[src/core_regs_defines.vh]
// Constants for the core status, option and interrupt control registers
// Summary of operation
// - Flag-affecting instruction overrides status flag writes
// - Timeout and power-down bits ignore writes
// - Clear instruction aimed at status zeroes top bits, sets zero
// - Bank select bit picks direct bank
// - Timeout bit set by clear or sleep, cleared by watchdog timeout
// - Power-down bit set by clear, cleared by sleep
// - Zero flag follows result equal zero
// - Digit carry from bit three carry
// - Carry from top bit, no borrow
// - Rotate loads carry with shifted-out bit
// - Pull-up disable bit overrides pin pull-ups
// - Edge select picks external interrupt edge
// - Clock source picks pin or instruction clock
// - Source edge picks falling or rising
// - Assignment bit routes prescaler to watchdog
// - Rate field sets timer, watchdog division
// - Flags set regardless of enables
// - Global and peripheral enables gate interrupts
// - Three enables for timer, pin, change
// - Hardware events set the three flags
`ifndef CORE_REGS_DEFINES_VH
`define CORE_REGS_DEFINES_VH

// ----------------------------------------
// Register indices, byte address is four times
// ----------------------------------------
`define IDX_STATUS_LO 10'h003
`define IDX_STATUS_HI 10'h083
`define IDX_INTCTL_LO 10'h00B
`define IDX_INTCTL_HI 10'h08B
`define IDX_OPTION 10'h081

// ----------------------------------------
// Reset values
// ----------------------------------------
`define RST_STATUS 8'h18
`define RST_OPTION 8'hFF
`define RST_INTCTL 8'h00

// ----------------------------------------
// Status fields
// ----------------------------------------
`define ST_BANK 5
`define ST_TIMEOUT 4
`define ST_PWRDN 3
`define ST_ZERO 2
`define ST_DC 1
`define ST_CARRY 0

// ----------------------------------------
// Option fields
// ----------------------------------------
`define OP_PULLDIS 7
`define OP_EDGE 6
`define OP_CLKSRC 5
`define OP_SRCEDGE 4
`define OP_PSA 3

// ----------------------------------------
// Interrupt control fields
// ----------------------------------------
`define IC_GIE 7
`define IC_PERIPHERAL_IRQ_ENABLE 6
`define IC_TIE 5
`define IC_XIE 4
`define IC_CIE 3
`define IC_TIF 2
`define IC_XIF 1
`define IC_CIF 0

// ----------------------------------------
// Instruction flag classes
// ----------------------------------------
`define ALU_ADD 3'h0
`define ALU_SUB 3'h1
`define ALU_LOGIC 3'h2
`define ALU_CLEAR 3'h3
`define ALU_ROTR 3'h4
`define ALU_ROTL 3'h5
`define ALU_NOFLAG 3'h6

// ----------------------------------------
// AXI responses
// ----------------------------------------
`define RESP_OKAY 2'h0
`define RESP_SLVERR 2'h2

`endif

[src/alu_flag_gen.v]
// Result and flag generation for instructions that write the status flags
`timescale 1ns/1ps
`include "core_regs_defines.vh"
module alu_flag_gen (
  input wire [2:0] op,
  input wire [7:0] opA,
  input wire [7:0] opB,
  input wire carryIn,
  output reg [7:0] result,
  output reg zero,
  output reg digitCarry,
  output reg carry,
  output reg updZero,
  output reg updCarry
);
  reg [8:0] sum;
  reg [4:0] lowSum;
  reg [7:0] addend;
  reg plusOne;

  always @* begin
    plusOne = (op == `ALU_SUB);
    // Subtract adds the two's complement, so carry means no borrow
    addend = plusOne ? ~opB : opB;
    sum = {1'b0, opA} + {1'b0, addend} + {8'h00, plusOne};
    lowSum = {1'b0, opA[3:0]} + {1'b0, addend[3:0]} + {4'h0, plusOne};
    result = opB;
    digitCarry = lowSum[4];
    carry = carryIn;
    updZero = 1'b1;
    updCarry = 1'b0;
    case (op)
      `ALU_ADD, `ALU_SUB: begin
        result = sum[7:0];
        carry = sum[8];
        updCarry = 1'b1;
      end
      `ALU_LOGIC: begin
        result = opB;
      end
      `ALU_CLEAR: begin
        result = 8'h00;
      end
      `ALU_ROTR: begin
        result = {carryIn, opA[7:1]};
        carry = opA[0];
        updZero = 1'b0;
        updCarry = 1'b1;
      end
      `ALU_ROTL: begin
        result = {opA[6:0], carryIn};
        carry = opA[7];
        updZero = 1'b0;
        updCarry = 1'b1;
      end
      default: begin
        updZero = 1'b0;
      end
    endcase
    zero = (result == 8'h00);
  end
endmodule // alu_flag_gen

[src/core_status_option_irq_regs.v]
// Status, option and interrupt control registers behind an AXI4-Lite slave
`timescale 1ns/1ps
`include "core_regs_defines.vh"
module core_status_option_irq_regs (
  input wire clock,
  input wire sys_rst,
  input wire [11:0] s_axi_awaddr,
  input wire s_axi_awvalid,
  output wire s_axi_awready,
  input wire [31:0] s_axi_wdata,
  input wire [3:0] s_axi_wstrb,
  input wire s_axi_wvalid,
  output wire s_axi_wready,
  output wire [1:0] s_axi_bresp,
  output wire s_axi_bvalid,
  input wire s_axi_bready,
  input wire [11:0] s_axi_araddr,
  input wire s_axi_arvalid,
  output wire s_axi_arready,
  output wire [31:0] s_axi_rdata,
  output wire [1:0] s_axi_rresp,
  output wire s_axi_rvalid,
  input wire s_axi_rready,
  input wire instrValid,
  input wire [2:0] instrOp,
  input wire [7:0] instrOpA,
  input wire [7:0] instrOpB,
  input wire instrDestStatus,
  input wire watchdogClearInstr,
  input wire sleepInstr,
  input wire watchdogTimeout,
  input wire timerRollover,
  input wire peripheralIrqPending,
  input wire ext_irq_pin,
  input wire ext_timer_clock_pin,
  input wire [5:0] port_a_pins,
  input wire [5:0] perPinChangeEnable,
  input wire [5:0] pullupLatch,
  input wire instrCycleTick,
  input wire watchdogBaseTick,
  output wire bankSelectLow,
  output reg [7:0] aluResult,
  output reg [5:0] pullupEnable,
  output reg timerIncrement,
  output reg watchdogIncrement,
  output reg irqRequest
);
  // ----------------------------------------
  // Register state
  // ----------------------------------------
  reg [7:0] statusQ;
  reg [7:0] statusD;
  reg [7:0] optionQ;
  reg [7:0] intctlQ;
  reg [7:0] intctlD;

  // ----------------------------------------
  // AXI write and read channel state
  // ----------------------------------------
  reg awreadyQ;
  reg wreadyQ;
  reg awHeldQ;
  reg wHeldQ;
  reg [9:0] awIndexQ;
  reg [7:0] wDataQ;
  reg wLaneQ;
  reg bvalidQ;
  reg [1:0] brespQ;
  reg arreadyQ;
  reg rvalidQ;
  reg [7:0] rdataQ;
  reg [1:0] rrespQ;

  // ----------------------------------------
  // Pin synchronisers
  // ----------------------------------------
  reg extIrqMetaQ;
  reg extIrqSyncQ;
  reg extIrqPrevQ;
  reg extClkMetaQ;
  reg extClkSyncQ;
  reg extClkPrevQ;
  reg [5:0] portMetaQ;
  reg [5:0] portSyncQ;
  reg [5:0] portPrevQ;

  reg [7:0] psCntQ;

  wire [7:0] result;
  wire zero;
  wire digitCarry;
  wire carry;
  wire updZero;
  wire updCarry;

  wire doWrite;
  wire wrStatus;
  wire wrOption;
  wire wrIntctl;
  wire arHs;
  wire [9:0] arIndex;
  wire instrStatus;
  wire affectsFlags;
  wire extEdge;
  wire portChange;
  wire extClkRise;
  wire extClkFall;
  wire timerSrcTick;
  wire psSrcTick;
  wire [3:0] psExp;
  wire [8:0] psMaskWide;
  wire psTerminal;
  wire prescaled;
  wire irqD;

  alu_flag_gen aluFlags (
    .op(instrOp),
    .opA(instrOpA),
    .opB(instrOpB),
    .carryIn(statusQ[`ST_CARRY]),
    .result(result),
    .zero(zero),
    .digitCarry(digitCarry),
    .carry(carry),
    .updZero(updZero),
    .updCarry(updCarry)
  );

  function [1:0] decodeIdx;
    input [9:0] idx;
    begin
      if ((idx == `IDX_STATUS_LO) || (idx == `IDX_STATUS_HI)) begin
        decodeIdx = 2'h1;
      end else if ((idx == `IDX_INTCTL_LO) || (idx == `IDX_INTCTL_HI)) begin
        decodeIdx = 2'h2;
      end else if (idx == `IDX_OPTION) begin
        decodeIdx = 2'h3;
      end else begin
        decodeIdx = 2'h0;
      end
    end
  endfunction

  // ----------------------------------------
  // AXI4-Lite slave
  // ----------------------------------------
  assign s_axi_awready = awreadyQ;
  assign s_axi_wready = wreadyQ;
  assign s_axi_bvalid = bvalidQ;
  assign s_axi_bresp = brespQ;
  assign s_axi_arready = arreadyQ;
  assign s_axi_rvalid = rvalidQ;
  assign s_axi_rresp = rrespQ;
  assign s_axi_rdata = {24'h000000, rdataQ};

  assign doWrite = awHeldQ && wHeldQ && !bvalidQ;
  // Lane zero carries the whole register, other lanes only answer
  assign wrStatus = doWrite && wLaneQ && (decodeIdx(awIndexQ) == 2'h1);
  assign wrIntctl = doWrite && wLaneQ && (decodeIdx(awIndexQ) == 2'h2);
  assign wrOption = doWrite && wLaneQ && (decodeIdx(awIndexQ) == 2'h3);
  assign arHs = s_axi_arvalid && arreadyQ;
  assign arIndex = s_axi_araddr[11:2];

  always @(posedge clock) begin
    if (sys_rst) begin
      awreadyQ <= 1'b0;
      wreadyQ <= 1'b0;
      awHeldQ <= 1'b0;
      wHeldQ <= 1'b0;
      awIndexQ <= 10'h000;
      wDataQ <= 8'h00;
      wLaneQ <= 1'b0;
      bvalidQ <= 1'b0;
      brespQ <= `RESP_OKAY;
    end else begin
      if (s_axi_awvalid && awreadyQ) begin
        awreadyQ <= 1'b0;
        awHeldQ <= 1'b1;
        awIndexQ <= s_axi_awaddr[11:2];
      end else if (!awHeldQ && !bvalidQ) begin
        awreadyQ <= 1'b1;
      end
      if (s_axi_wvalid && wreadyQ) begin
        wreadyQ <= 1'b0;
        wHeldQ <= 1'b1;
        wDataQ <= s_axi_wdata[7:0];
        wLaneQ <= s_axi_wstrb[0];
      end else if (!wHeldQ && !bvalidQ) begin
        wreadyQ <= 1'b1;
      end
      if (doWrite) begin
        awHeldQ <= 1'b0;
        wHeldQ <= 1'b0;
        bvalidQ <= 1'b1;
        brespQ <= (decodeIdx(awIndexQ) == 2'h0) ? `RESP_SLVERR : `RESP_OKAY;
      end else if (bvalidQ && s_axi_bready) begin
        bvalidQ <= 1'b0;
      end
    end
  end

  always @(posedge clock) begin
    if (sys_rst) begin
      arreadyQ <= 1'b0;
      rvalidQ <= 1'b0;
      rdataQ <= 8'h00;
      rrespQ <= `RESP_OKAY;
    end else begin
      if (arHs) begin
        arreadyQ <= 1'b0;
        rvalidQ <= 1'b1;
        rrespQ <= `RESP_OKAY;
        case (decodeIdx(arIndex))
          2'h1: rdataQ <= statusQ;
          2'h2: rdataQ <= intctlQ;
          2'h3: rdataQ <= optionQ;
          default: begin
            rdataQ <= 8'h00;
            rrespQ <= `RESP_SLVERR;
          end
        endcase
      end else if (rvalidQ && s_axi_rready) begin
        rvalidQ <= 1'b0;
      end else if (!rvalidQ) begin
        arreadyQ <= 1'b1;
      end
    end
  end

  // ----------------------------------------
  // Status register
  // ----------------------------------------
  assign instrStatus = instrValid && instrDestStatus;
  assign affectsFlags = updZero || updCarry;
  assign bankSelectLow = statusQ[`ST_BANK];

  always @* begin
    statusD = statusQ;
    if (wrStatus) begin
      // Top bits are plain storage; software keeps them clear
      statusD[7:5] = wDataQ[7:5];
      statusD[2:0] = wDataQ[2:0];
    end
    if (instrStatus) begin
      statusD[7:5] = result[7:5];
      if (!affectsFlags) begin
        statusD[2:0] = result[2:0];
      end
    end
    if (instrValid && updZero) begin
      statusD[`ST_ZERO] = zero;
    end
    if (instrValid && updCarry) begin
      statusD[`ST_CARRY] = carry;
      if ((instrOp == `ALU_ADD) || (instrOp == `ALU_SUB)) begin
        statusD[`ST_DC] = digitCarry;
      end
    end
    // Hardware events alone move the timeout and power-down bits
    if (watchdogClearInstr) begin
      statusD[`ST_TIMEOUT] = 1'b1;
      statusD[`ST_PWRDN] = 1'b1;
    end else if (sleepInstr) begin
      statusD[`ST_TIMEOUT] = 1'b1;
      statusD[`ST_PWRDN] = 1'b0;
    end
    if (watchdogTimeout) begin
      statusD[`ST_TIMEOUT] = 1'b0;
    end
  end

  always @(posedge clock) begin
    if (sys_rst) begin
      statusQ <= `RST_STATUS;
      aluResult <= 8'h00;
    end else begin
      statusQ <= statusD;
      if (instrValid) begin
        aluResult <= result;
      end
    end
  end

  // ----------------------------------------
  // Option register
  // ----------------------------------------
  always @(posedge clock) begin
    if (sys_rst) begin
      optionQ <= `RST_OPTION;
    end else if (wrOption) begin
      optionQ <= wDataQ;
    end
  end

  always @(posedge clock) begin
    if (sys_rst) begin
      pullupEnable <= 6'h00;
    end else begin
      pullupEnable <= optionQ[`OP_PULLDIS] ? 6'h00 : pullupLatch;
    end
  end

  // ----------------------------------------
  // Synchronisers and edge detection
  // ----------------------------------------
  always @(posedge clock) begin
    if (sys_rst) begin
      extIrqMetaQ <= 1'b0;
      extIrqSyncQ <= 1'b0;
      extIrqPrevQ <= 1'b0;
      extClkMetaQ <= 1'b0;
      extClkSyncQ <= 1'b0;
      extClkPrevQ <= 1'b0;
      portMetaQ <= 6'h00;
      portSyncQ <= 6'h00;
      portPrevQ <= 6'h00;
    end else begin
      extIrqMetaQ <= ext_irq_pin;
      extIrqSyncQ <= extIrqMetaQ;
      extIrqPrevQ <= extIrqSyncQ;
      extClkMetaQ <= ext_timer_clock_pin;
      extClkSyncQ <= extClkMetaQ;
      extClkPrevQ <= extClkSyncQ;
      portMetaQ <= port_a_pins;
      portSyncQ <= portMetaQ;
      portPrevQ <= portSyncQ;
    end
  end

  assign extEdge = optionQ[`OP_EDGE] ? (extIrqSyncQ && !extIrqPrevQ) :
                   (!extIrqSyncQ && extIrqPrevQ);
  assign portChange = |((portSyncQ ^ portPrevQ) & perPinChangeEnable);
  assign extClkRise = extClkSyncQ && !extClkPrevQ;
  assign extClkFall = !extClkSyncQ && extClkPrevQ;

  // ----------------------------------------
  // Shared prescaler
  // ----------------------------------------
  // The pin is sampled, so external pulses shorter than one clock may be lost
  assign timerSrcTick = optionQ[`OP_CLKSRC] ?
                        (optionQ[`OP_SRCEDGE] ? extClkFall : extClkRise) :
                        instrCycleTick;
  assign psSrcTick = optionQ[`OP_PSA] ? watchdogBaseTick : timerSrcTick;
  assign psExp = optionQ[`OP_PSA] ? {1'b0, optionQ[2:0]} :
                 ({1'b0, optionQ[2:0]} + 4'h1);
  assign psMaskWide = (9'h001 << psExp) - 9'h001;
  assign psTerminal = ((psCntQ & psMaskWide[7:0]) == psMaskWide[7:0]);
  assign prescaled = psSrcTick && psTerminal;

  always @(posedge clock) begin
    if (sys_rst) begin
      psCntQ <= 8'h00;
      timerIncrement <= 1'b0;
      watchdogIncrement <= 1'b0;
    end else begin
      // Reassignment restarts the count so no stale partial period leaks
      if (wrOption || prescaled) begin
        psCntQ <= 8'h00;
      end else if (psSrcTick) begin
        psCntQ <= psCntQ + 8'h01;
      end
      // Undivided timer only when the prescaler sits on the watchdog
      timerIncrement <= optionQ[`OP_PSA] ? timerSrcTick : prescaled;
      watchdogIncrement <= optionQ[`OP_PSA] ? prescaled : watchdogBaseTick;
    end
  end

  // ----------------------------------------
  // Interrupt control register
  // ----------------------------------------
  always @* begin
    intctlD = intctlQ;
    if (wrIntctl) begin
      intctlD = wDataQ;
    end
    // Set wins over a clear in the same cycle, enables play no part
    if (timerRollover) begin
      intctlD[`IC_TIF] = 1'b1;
    end
    if (extEdge) begin
      intctlD[`IC_XIF] = 1'b1;
    end
    if (portChange) begin
      intctlD[`IC_CIF] = 1'b1;
    end
  end

  assign irqD = intctlQ[`IC_GIE] && (
                (intctlQ[`IC_TIE] && intctlQ[`IC_TIF]) ||
                (intctlQ[`IC_XIE] && intctlQ[`IC_XIF]) ||
                (intctlQ[`IC_CIE] && intctlQ[`IC_CIF]) ||
                (intctlQ[`IC_PERIPHERAL_IRQ_ENABLE] && peripheralIrqPending));

  always @(posedge clock) begin
    if (sys_rst) begin
      intctlQ <= `RST_INTCTL;
      irqRequest <= 1'b0;
    end else begin
      intctlQ <= intctlD;
      irqRequest <= irqD;
    end
  end
endmodule // core_status_option_irq_regs

[config.mk]
export PLATFORM = sky130hd
export DESIGN_NAME = core_status_option_irq_regs
export DESIGN_NICKNAME = d
export VERILOG_FILES = /design/src/alu_flag_gen.v /design/src/core_status_option_irq_regs.v
export VERILOG_INCLUDE_DIRS = /design/src
export SDC_FILE = /design/constraint.sdc
export NUM_CORES = 1
export LEC_CHECK = 0
export ABC_AREA = 1
export BUFFER_PORTS_ARGS = -buffer_cell sky130_fd_sc_hd__buf_2
export CORE_MARGIN = 2
export CORE_UTILIZATION = 35
export CTS_CLUSTER_SIZE = 25
export DETAILED_ROUTE_END_ITERATION = 12
export GPL_ROUTABILITY_DRIVEN = 0
export PLACE_DENSITY = 0.58
export REMOVE_ABC_BUFFERS = 1
export SLEW_MARGIN = 20
export SYNTH_ARGS = -nofsm -noshare
export SYNTH_HDL_FRONTEND = slang
export SYNTH_SLANG_ARGS = --single-unit
[constraint.sdc]
create_clock -name clock -period 3 [get_ports clock]
set_clock_uncertainty 0.15 [all_clocks]
set_input_delay 0.45 -clock clock [delete_from_list [all_inputs] [get_ports clock]]
set_output_delay 0.45 -clock clock [all_outputs]
set_load 0.1 [all_outputs]
* Word level (Yosys, flattened, before mapping) *
Cells that the tools add are included.

storage, ports and cells
  register bits after elaboration = 111
  input port bits = 115
  output and inout port bits = 59

operators by class
  add/subtract/negate cells = 7
  equality and inequality tests = 23
  shift operators = 1
  muxes and demuxes = 44
  bitwise gates (word level) = 6
  reductions and logical operators = 66

operator list
  kind                                                                     count
  10-bit by 8-bit equality test with 1-bit output (second input constant)  6
  8-bit one-hot mux with 4 select lines                                    1
  2-bit 2-to-1 mux                                                         15
  1-bit logical AND                                                        26
  8-bit one-hot mux with 3 select lines                                    1
  10-bit by 2-bit equality test with 1-bit output (second input constant)  2
  10-bit by 4-bit equality test with 1-bit output (second input constant)  2
  1-bit 2-to-1 mux                                                         18
  3-bit 2-to-1 mux                                                         6
  2-bit OR reduction                                                       8
  2-bit nonzero test                                                       6
  1-bit logical OR                                                         10
  8-bit by 8-bit adder with 9-bit output                                   1
  9-bit by 1-bit adder with 9-bit output                                   1
  8-bit by 1-bit adder with 8-bit output (second input constant)           1
  8-bit bitwise AND                                                        1
  2-bit equality test (second input constant)                              4
  8-bit equality test                                                      1
  8-bit logical NOT                                                        1
  8-bit 2-to-1 mux                                                         1
  8-bit NOT                                                                1
  4-bit OR reduction                                                       2
  1-bit by 4-bit << shifter with 8-bit output (first input constant)       1
  8-bit by 1-bit subtractor with 8-bit output (second input constant)      1
  20 further kinds                                                         30

* Depth between registers and ports, before layout *
Gate-level depths: netlist of run 1.

  word-level depth = 11
  mapped depth = 19
  gate-level depth less buffers = 19

* Cells and area by module *
From an unflattened synthesis of run 1, not the netlist that was laid out.

unflattened totals
  cells, all modules = 807
  area, all modules = 5676.7 um2

by module, submodules not included
  module                       times used  cells an instance  area each (um2)  seq. area each (um2)
  core_status_option_irq_regs  1           652                4827.1           2182.1
  alu_flag_gen                 1           155                849.6            0.0

* Least setup slack after synthesis of run 1 *
No wires, ideal clock.

  kind = input port to flip-flop
  start = in instrOp[0]
  end = reg statusQ[2]
  arrival time = 2097 ps
  data required time = 2779 ps
  setup slack = 683 ps
  stages on the path = 13
  path buffers = 0
  cells stage by stage = inv_2 > nor2_2 > nand2_4 > xnor2_1 > ha_1 > or2_2 > nand3_1 > nand4_1 > nor2_1 > nand3_1 > nor2_1 > nand3_1 > a21oi_1

on the way
  cells in the longest elaborated chain, start to end = 8
  elaborated cells between the ends (all ways) = 21

RTL lines
  element                                         line                               RTL
  start, declared                                 core_status_option_irq_regs.v:25   input wire [2:0] instrOp,
  3-bit by 1-bit equality test with 1-bit output  alu_flag_gen.v:32                  case (op)
  8-bit 2-to-1 mux                                alu_flag_gen.v:24                  addend = plusOne ? ~opB : opB;
  8-bit by 8-bit adder with 9-bit output          alu_flag_gen.v:25                  sum = {1'b0, opA} + {1'b0, addend} + {8'h00, plusOne};
  9-bit by 1-bit adder with 9-bit output          alu_flag_gen.v:25
  8-bit one-hot mux with 4 select lines           alu_flag_gen.v:32
  3-bit 2-to-1 mux                                core_status_option_irq_regs.v:246  if (!affectsFlags) begin
  3-bit 2-to-1 mux                                core_status_option_irq_regs.v:244  if (instrStatus) begin
  1-bit 2-to-1 mux *                              core_status_option_irq_regs.v:250  if (instrValid && updZero) begin
  end signal, assigned                            core_status_option_irq_regs.v:274  statusQ <= `RST_STATUS;
  end signal, assigned                            core_status_option_irq_regs.v:277  statusQ <= statusD;
  end, declared                                   core_status_option_irq_regs.v:51   reg [7:0] statusQ;

Every way passes the cells marked *; elsewhere a longest branch is shown, timed or not.
A chain may end at the register's enable or synchronous reset.

* Worst setup path after layout of run 1 *
Same ends and word-level chain as after synthesis.

==> run metrics, run 1 <==
Initial Util=0.353; CTS Hold Bufs=0; synth cell count leaders=nand2_1, inv_1, dfxtp_1; routing usage on met1=0.207; global-route wire length before repair=~21,000 µm; grt peak-use layer=met2; pre-CTS WS=between 0.2 and 0.25 ns; Worst VDD drop=about 320 µV; final hold viol count=0; crit-path max FO=8; clk buf depth=2; Design Power=0.00339 W; asr flop ratio synth=0; flop2flop setup slack=0.59 ns; Global Route Usage Sum=0.156; post-cts gate resize count=0; met2 global-route usage=0.253; Avg Cell Area, Syn=roughly 7.1 µm²; cell count after synthesis=slightly below 800; status=completed; synthesized area=about 5500 µm²; Area growth syn-to-layout=18.0%; detailed-route via count=approximately 5,000; Root Driver=clkbuf_16; Slew @ Worst Pin=~0.76 ns; origin of the critical flop-to-flop path=optionQ[0]; Power Density=518 nW/µm²; number of synthesized flops with an enable pin=0; PortBufs=about 120; vias per cell=roughly 4.5; antenna violations before repair=1; fmax=a little over 400 MHz; Die Span Y=~130 µm; cts bufs inserted=9; vias in the first global route=4,364; Area contributors post-synth=dfxtp_1, nand2_1, inv_1, nor2_1, a21oi_1; largest net degree at the start of global routing=52; clk slew on worst S/H paths=0.08 ns; die area=between 15,000 and 20,000 µm²; Yosys reg bits=~110; antenna viol nets, final=0; Pleak=~3.2 nW; Hold Path Origin=s_axi_wvalid; Fillers=between 1,500 and 2,000; worst endpoint required time=3.13 ns; DR WL/cell=11.8 µm; layout cells sized above 1=0.209; RSZ-0062 raised after global routing=no; min Tclk post-route=roughly 2.5 ns; # IOs=roughly 170; Setup Crit Path Kind=in2reg; row count=46; initial DRC count=258; top-count cell post-synth=nand2_1; drt pass-1 iters=4; Critical Path Source=instrOp[0]; Overflow after GRT=0; Cell variety after synth=46; CTS tree=built; CP endpoint kind=flop; Slew HR=0.491; max_cap viols=0; Nets=1,013; Clock Latency Late Sink=~0.35 ns; worst hold path type=in2reg; sequential area share after synthesis=0.393; Die X=130 µm; prevailing post-synth register cell=dfxtp_1; CTS H-tree lvls=3; post-CTS setup buffers=0; total negative slack=0 ns; Final Slew Violations=0; Ys Warns=0; CTS sink count=~110; met3 usage=0.0435; Post-DP HPWL=approximately 10,000 µm; CP Launch Type=primary input; period utilization=0.819; Yosys top cell area share=0.393; Final setup viols=0; critical path arrival=2.59 ns; drt total wl=between 10,000 and 15,000 µm; Yosys top cell by area=dfxtp_1; core area=between 15,000 and 20,000 µm²; setup ws final=0.542 ns; DRC Markers=0
[routing by layer]
layer  vias to the layer above  routed length [µm]
li1                       2674                   -
met3                         8                 726
met4                         0                 128
met2                        99                5970
met5                         -                   0
met1                      2205                6300
[worst paths after layout]
check,endpoint,cells past startpoint
setup / recovery,statusQ[2],15
hold / removal,s_axi_wready,2
setup reg to reg,psCntQ[6],10
hold reg to reg,portSyncQ[1],2
[cells by family after synthesis]
kind of cell,after synthesis,share of synthesized area
other,1,0.000676
buffers and inverters,172,0.135
AND/OR/NAND/NOR,326,0.270
XOR/XNOR,13,0.0205
adder cells (fa/ha/maj),11,0.0262
AO/OA/AOI/OAI,144,0.154
flip-flops,109,0.393
[flip-flops by register name, indices dropped and copies added (netlist names), 6 cells and up]
register,count
portSyncQ,6
intctlQ,8
portPrevQ,6
pullupEnable,6
statusQ,8
aluResult,8
awIndexQ,10
wDataQ,8
portMetaQ,6
psCntQ,8
optionQ,8
rdataQ,8
[worst max-delay path, cell delays in order]
cell	delay (ns)
buf_2	0.15
inv_2	0.06
nor2_2	0.13
nand2_4	0.14
xnor2_1	0.15
ha_1	0.38
a21oi_1	0.13
or2_1	0.25
nand3_1	0.07
nand2_1	0.07
nand3_1	0.07
nand3b_1	0.17
nor2_1	0.14
nand3_1	0.08
a21oi_1	0.12
[report_power, final]
part           internal (W)  leakage (nW)  total, W  switching (W)
clock network      0.000608         0.145   0.00118       0.000570
registers           0.00151         0.892   0.00154      0.0000358
logic              0.000164          2.14  0.000671       0.000507
[cell usage in the layout, fill, tap and decap left out, types with 3 or more instances in the layout]
cell / instances
o221ai_1: 7
nand3b_1: 5
nor3_2: 3
inv_1: 121
nand2_2: 4
nor4_1: 3
nand2_4: 4
a221oi_1: 3
xor2_1: 7
inv_6: 3
xnor2_1: 6
a22o_1: 3
inv_2: 7
nand4_1: 12
nor3_1: 6
o21ai_0: 42
a31oi_1: 5
ha_1: 10
o211ai_1: 10
clkbuf_16: 9
or2_2: 8
buf_2: 116
nand3_1: 43
o21ai_2: 4
o21a_1: 4
conb_1: 26
o21ai_1: 6
a21oi_1: 53
nor2_1: 80
nand2_1: 136
nor2_2: 15
dfxtp_1: 109
[cell type report]
class / instances / area, µm² / share of cell area
antenna: 1 / 2.50 / 0.000382
clock buffer: 10 / 239 / 0.0365
clock inverter: 6 / 61.3 / 0.00937
inverter: 129 / 484 / 0.0740
multi-input combinational: 520 / 2710 / 0.414
sequential: 109 / 2180 / 0.333
tap: 216 / 270 / 0.0413
timing repair buffer: 118 / 596 / 0.0910
[through the flow]
stage / util / instances / hold slack (ns) / instance area, µm²
global placement: 0.397 / 1092 / 0.239 / 6240
detailed placement: 0.397 / 1092 / 0.244 / 6240
finish: 0.416 / 1109 / 0.135 / 6540
CTS: 0.416 / 1108 / 0.119 / 6540
global route: 0.416 / 1108 / 0.142 / 6540
floorplan: - / 758 / 0.238 / 5380
No activity file was read; power rests on OpenSTA's default activity.
==> run 2, diff against run 1 <==
PLACE_DENSITY = 0.61   (was 0.58)
clock period = 2 ns   (was 3 ns; I/O delays follow)
==> run metrics, run 2 (synthesized netlist as in run 1, its figures left out) <==
status=finished with violations (was completed); violated checks=setup timing; row count=46 (unchanged); design area=7570 µm² (was 6540 µm²); flop2flop setup slack=-0.22 ns (was 0.59 ns); vias in the first global route=4,867 (was 4,364); hold path depth=3 (was 2); Die X=130 µm (unchanged); RSZ-0062 raised after global routing=yes (was no); max reg flops=10 (unchanged); Nets=1,102 (was 1,013); pre-CTS WS=-0.480 ns (was 0.202 ns); CTS sink count=109 (unchanged); crit-path max FO=8 (unchanged); critical path arrival=2.32 ns (was 2.59 ns); CP endpoint kind=flop (unchanged); worst hold path type=in2reg (unchanged); most common cell after layout, fill and taps aside=nand2_1 (unchanged); fmax=around 450 MHz; Setup Crit Path Kind=reg2reg (was in2reg); # IOs=174 (unchanged); Final Slew Violations=0 (unchanged); Clock power frac=0.355 (was 0.347); setup ws final=-0.219 ns (was 0.542 ns); Combinational Power Share=0.227 (was 0.198); CTS tree=built (unchanged); clk slew on worst S/H paths=0.07 ns (was 0.08 ns); largest net degree at the start of global routing=52 (unchanged); Overflow after GRT=0 (unchanged); clk buf depth=2 (unchanged); Fillers=1,554 (was 1,678); Pint=0.00379 W (was 0.00228 W); Post-DP HPWL=10,800 µm (was 10,000 µm); placed insts=1,155 (was 1,092); antenna viol nets, final=0 (unchanged); vias per cell=4.47 (was 4.50); cts bufs inserted=9 (unchanged); layout cells sized above 1=0.312 (was 0.209); Switching Fraction=0.315 (was 0.328); final cell count without fillers=1,198 (was 1,109); final design utilization=0.482 (was 0.416); Area growth syn-to-layout=36.5% (was 18.0%); Hold Path Origin=pullupLatch[5] (was s_axi_wvalid); drt total wl=14,500 µm (was 13,100 µm); Global Route Usage Sum=0.171 (was 0.156); top sig layer=met5 (was met4); routed wl met3=946 µm (was 726 µm); Power Density=731 nW/µm² (was 518 nW/µm²); die area=16,900 µm² (unchanged); max_cap viols=0 (unchanged); min Tclk post-route=about 2.2 ns; drt pass-1 iters=4 (unchanged); Final setup viols=14 (was 0); PortBufs=116 (unchanged); CTS H-tree lvls=3 (unchanged); met2 WL post-DR=6680 µm (was 5970 µm); Worst VDD drop=393 µV (was 317 µV); Die Span Y=130 µm (unchanged); Worst Hold Endpoint=pullupEnable[5] (was s_axi_wready); detailed-route via count=5,357 (was 4,986); initial DRC count=273 (was 258); Initial Util=0.353 (unchanged); Slew @ Worst Pin=0.636 ns (was 0.761 ns); total negative slack=-2.08 ns (was 0 ns); global-route wire length before repair=23,000 µm (was 21,100 µm); DRT met1 WL=6620 µm (was 6300 µm); origin of the critical flop-to-flop path=optionQ[1] (was optionQ[0]); antenna violations before repair=2 (was 1); area of placed instances=6740 µm² (was 6240 µm²); CP Launch Type=flop (was primary input); Seq pwr share=0.418 (was 0.455); most frequent cells in the layout=nand2_1, inv_1, buf_2 (unchanged); worst endpoint required time=2.10 ns (was 3.13 ns); worst r2r dst=psCntQ[7] (was psCntQ[6]); final hold viol count=0 (unchanged); DRC Markers=0 (unchanged); core area=15,700 µm² (unchanged); Clock Latency Late Sink=0.35 ns (about the same); Root Driver=clkbuf_16 (unchanged); largest register by flop count=awIndexQ (unchanged); R2R cell count=12 (was 10); period utilization=1.11; Switch Pwr=0.00174 W (was 0.00111 W); Slew HR=0.575 (was 0.491); DR WL/cell=12.1 µm (was 11.8 µm); Pleak=3.68 nW (was 3.17 nW)
==> run 2: worst max-delay path, cell delays in order (launching register included) <==
cell	delay [ns]
dfxtp_2	0.34
ha_4	0.25
nand2_2	0.06
o21ai_2	0.06
nor2_1	0.16
nand3_2	0.13
ha_4	0.28
or2_2	0.09
nand4_1	0.10
nor2_2	0.16
nand4_2	0.12
nand2_4	0.17
nor2_2	0.05
==> run 2: per-stage QoR <==
step	power, W	hold slack [ns]
finish	0.00554	0.0130
CTS	0.00552	0.000132
global placement	0.00347	0.240
floorplan	0.00312	0.219
global route	0.00581	0.00208
detailed placement	0.00348	0.245
==> run 2: timing repair <==
item                                   in CTS  in global routing
hold buffers                               14                  0
pin swaps                                  23                 28
gates resized for setup                    27                 41
endpoints found under the hold margin      14                  0
setup buffers                               7                  5
setup endpoints to repair                  14                 23
==> run 2: worst max path at each step <==
stage,startpoint,to,slack (ns),depth (start not counted)
after floorplan,s_axi_bvalid,psCntQ[0],-0.27,8
after global placement,instrOp[1],statusQ[2],-0.44,16
after detailed placement,instrOp[1],statusQ[2],-0.48,16
after CTS,optionQ[1],psCntQ[7],-0.11,12
after global routing,optionQ[1],psCntQ[7],-0.32,12
final,optionQ[1],psCntQ[7],-0.22,12
==> run 2: power by group through the flow <==
stage                     registers (W)  clock network [W]  logic [W]
after floorplan                 0.00252                  0   0.000595
after global placement          0.00236                  0    0.00111
after detailed placement        0.00237                  0    0.00111
after CTS                       0.00231            0.00203    0.00117
after global routing            0.00233            0.00212    0.00137
final                           0.00231            0.00196    0.00126
==> run 2: layout make-up <==
type	count	area, µm²	share of cell area
antenna	1	2.50	0.000330
clock buffer	9	225	0.0297
clock inverter	7	105	0.0139
inverter	129	487	0.0643
multi-input combinational	520	2930	0.387
sequential	109	2190	0.289
tap	216	270	0.0357
timing repair buffer	207	1370	0.180
==> run 2: per-layer routing <==
layer	track usage	vias up
met5	0	-
met4	0.0436	2
met3	0.0504	19
met2	0.280	124
met1	0.222	2362
li1	-	2850
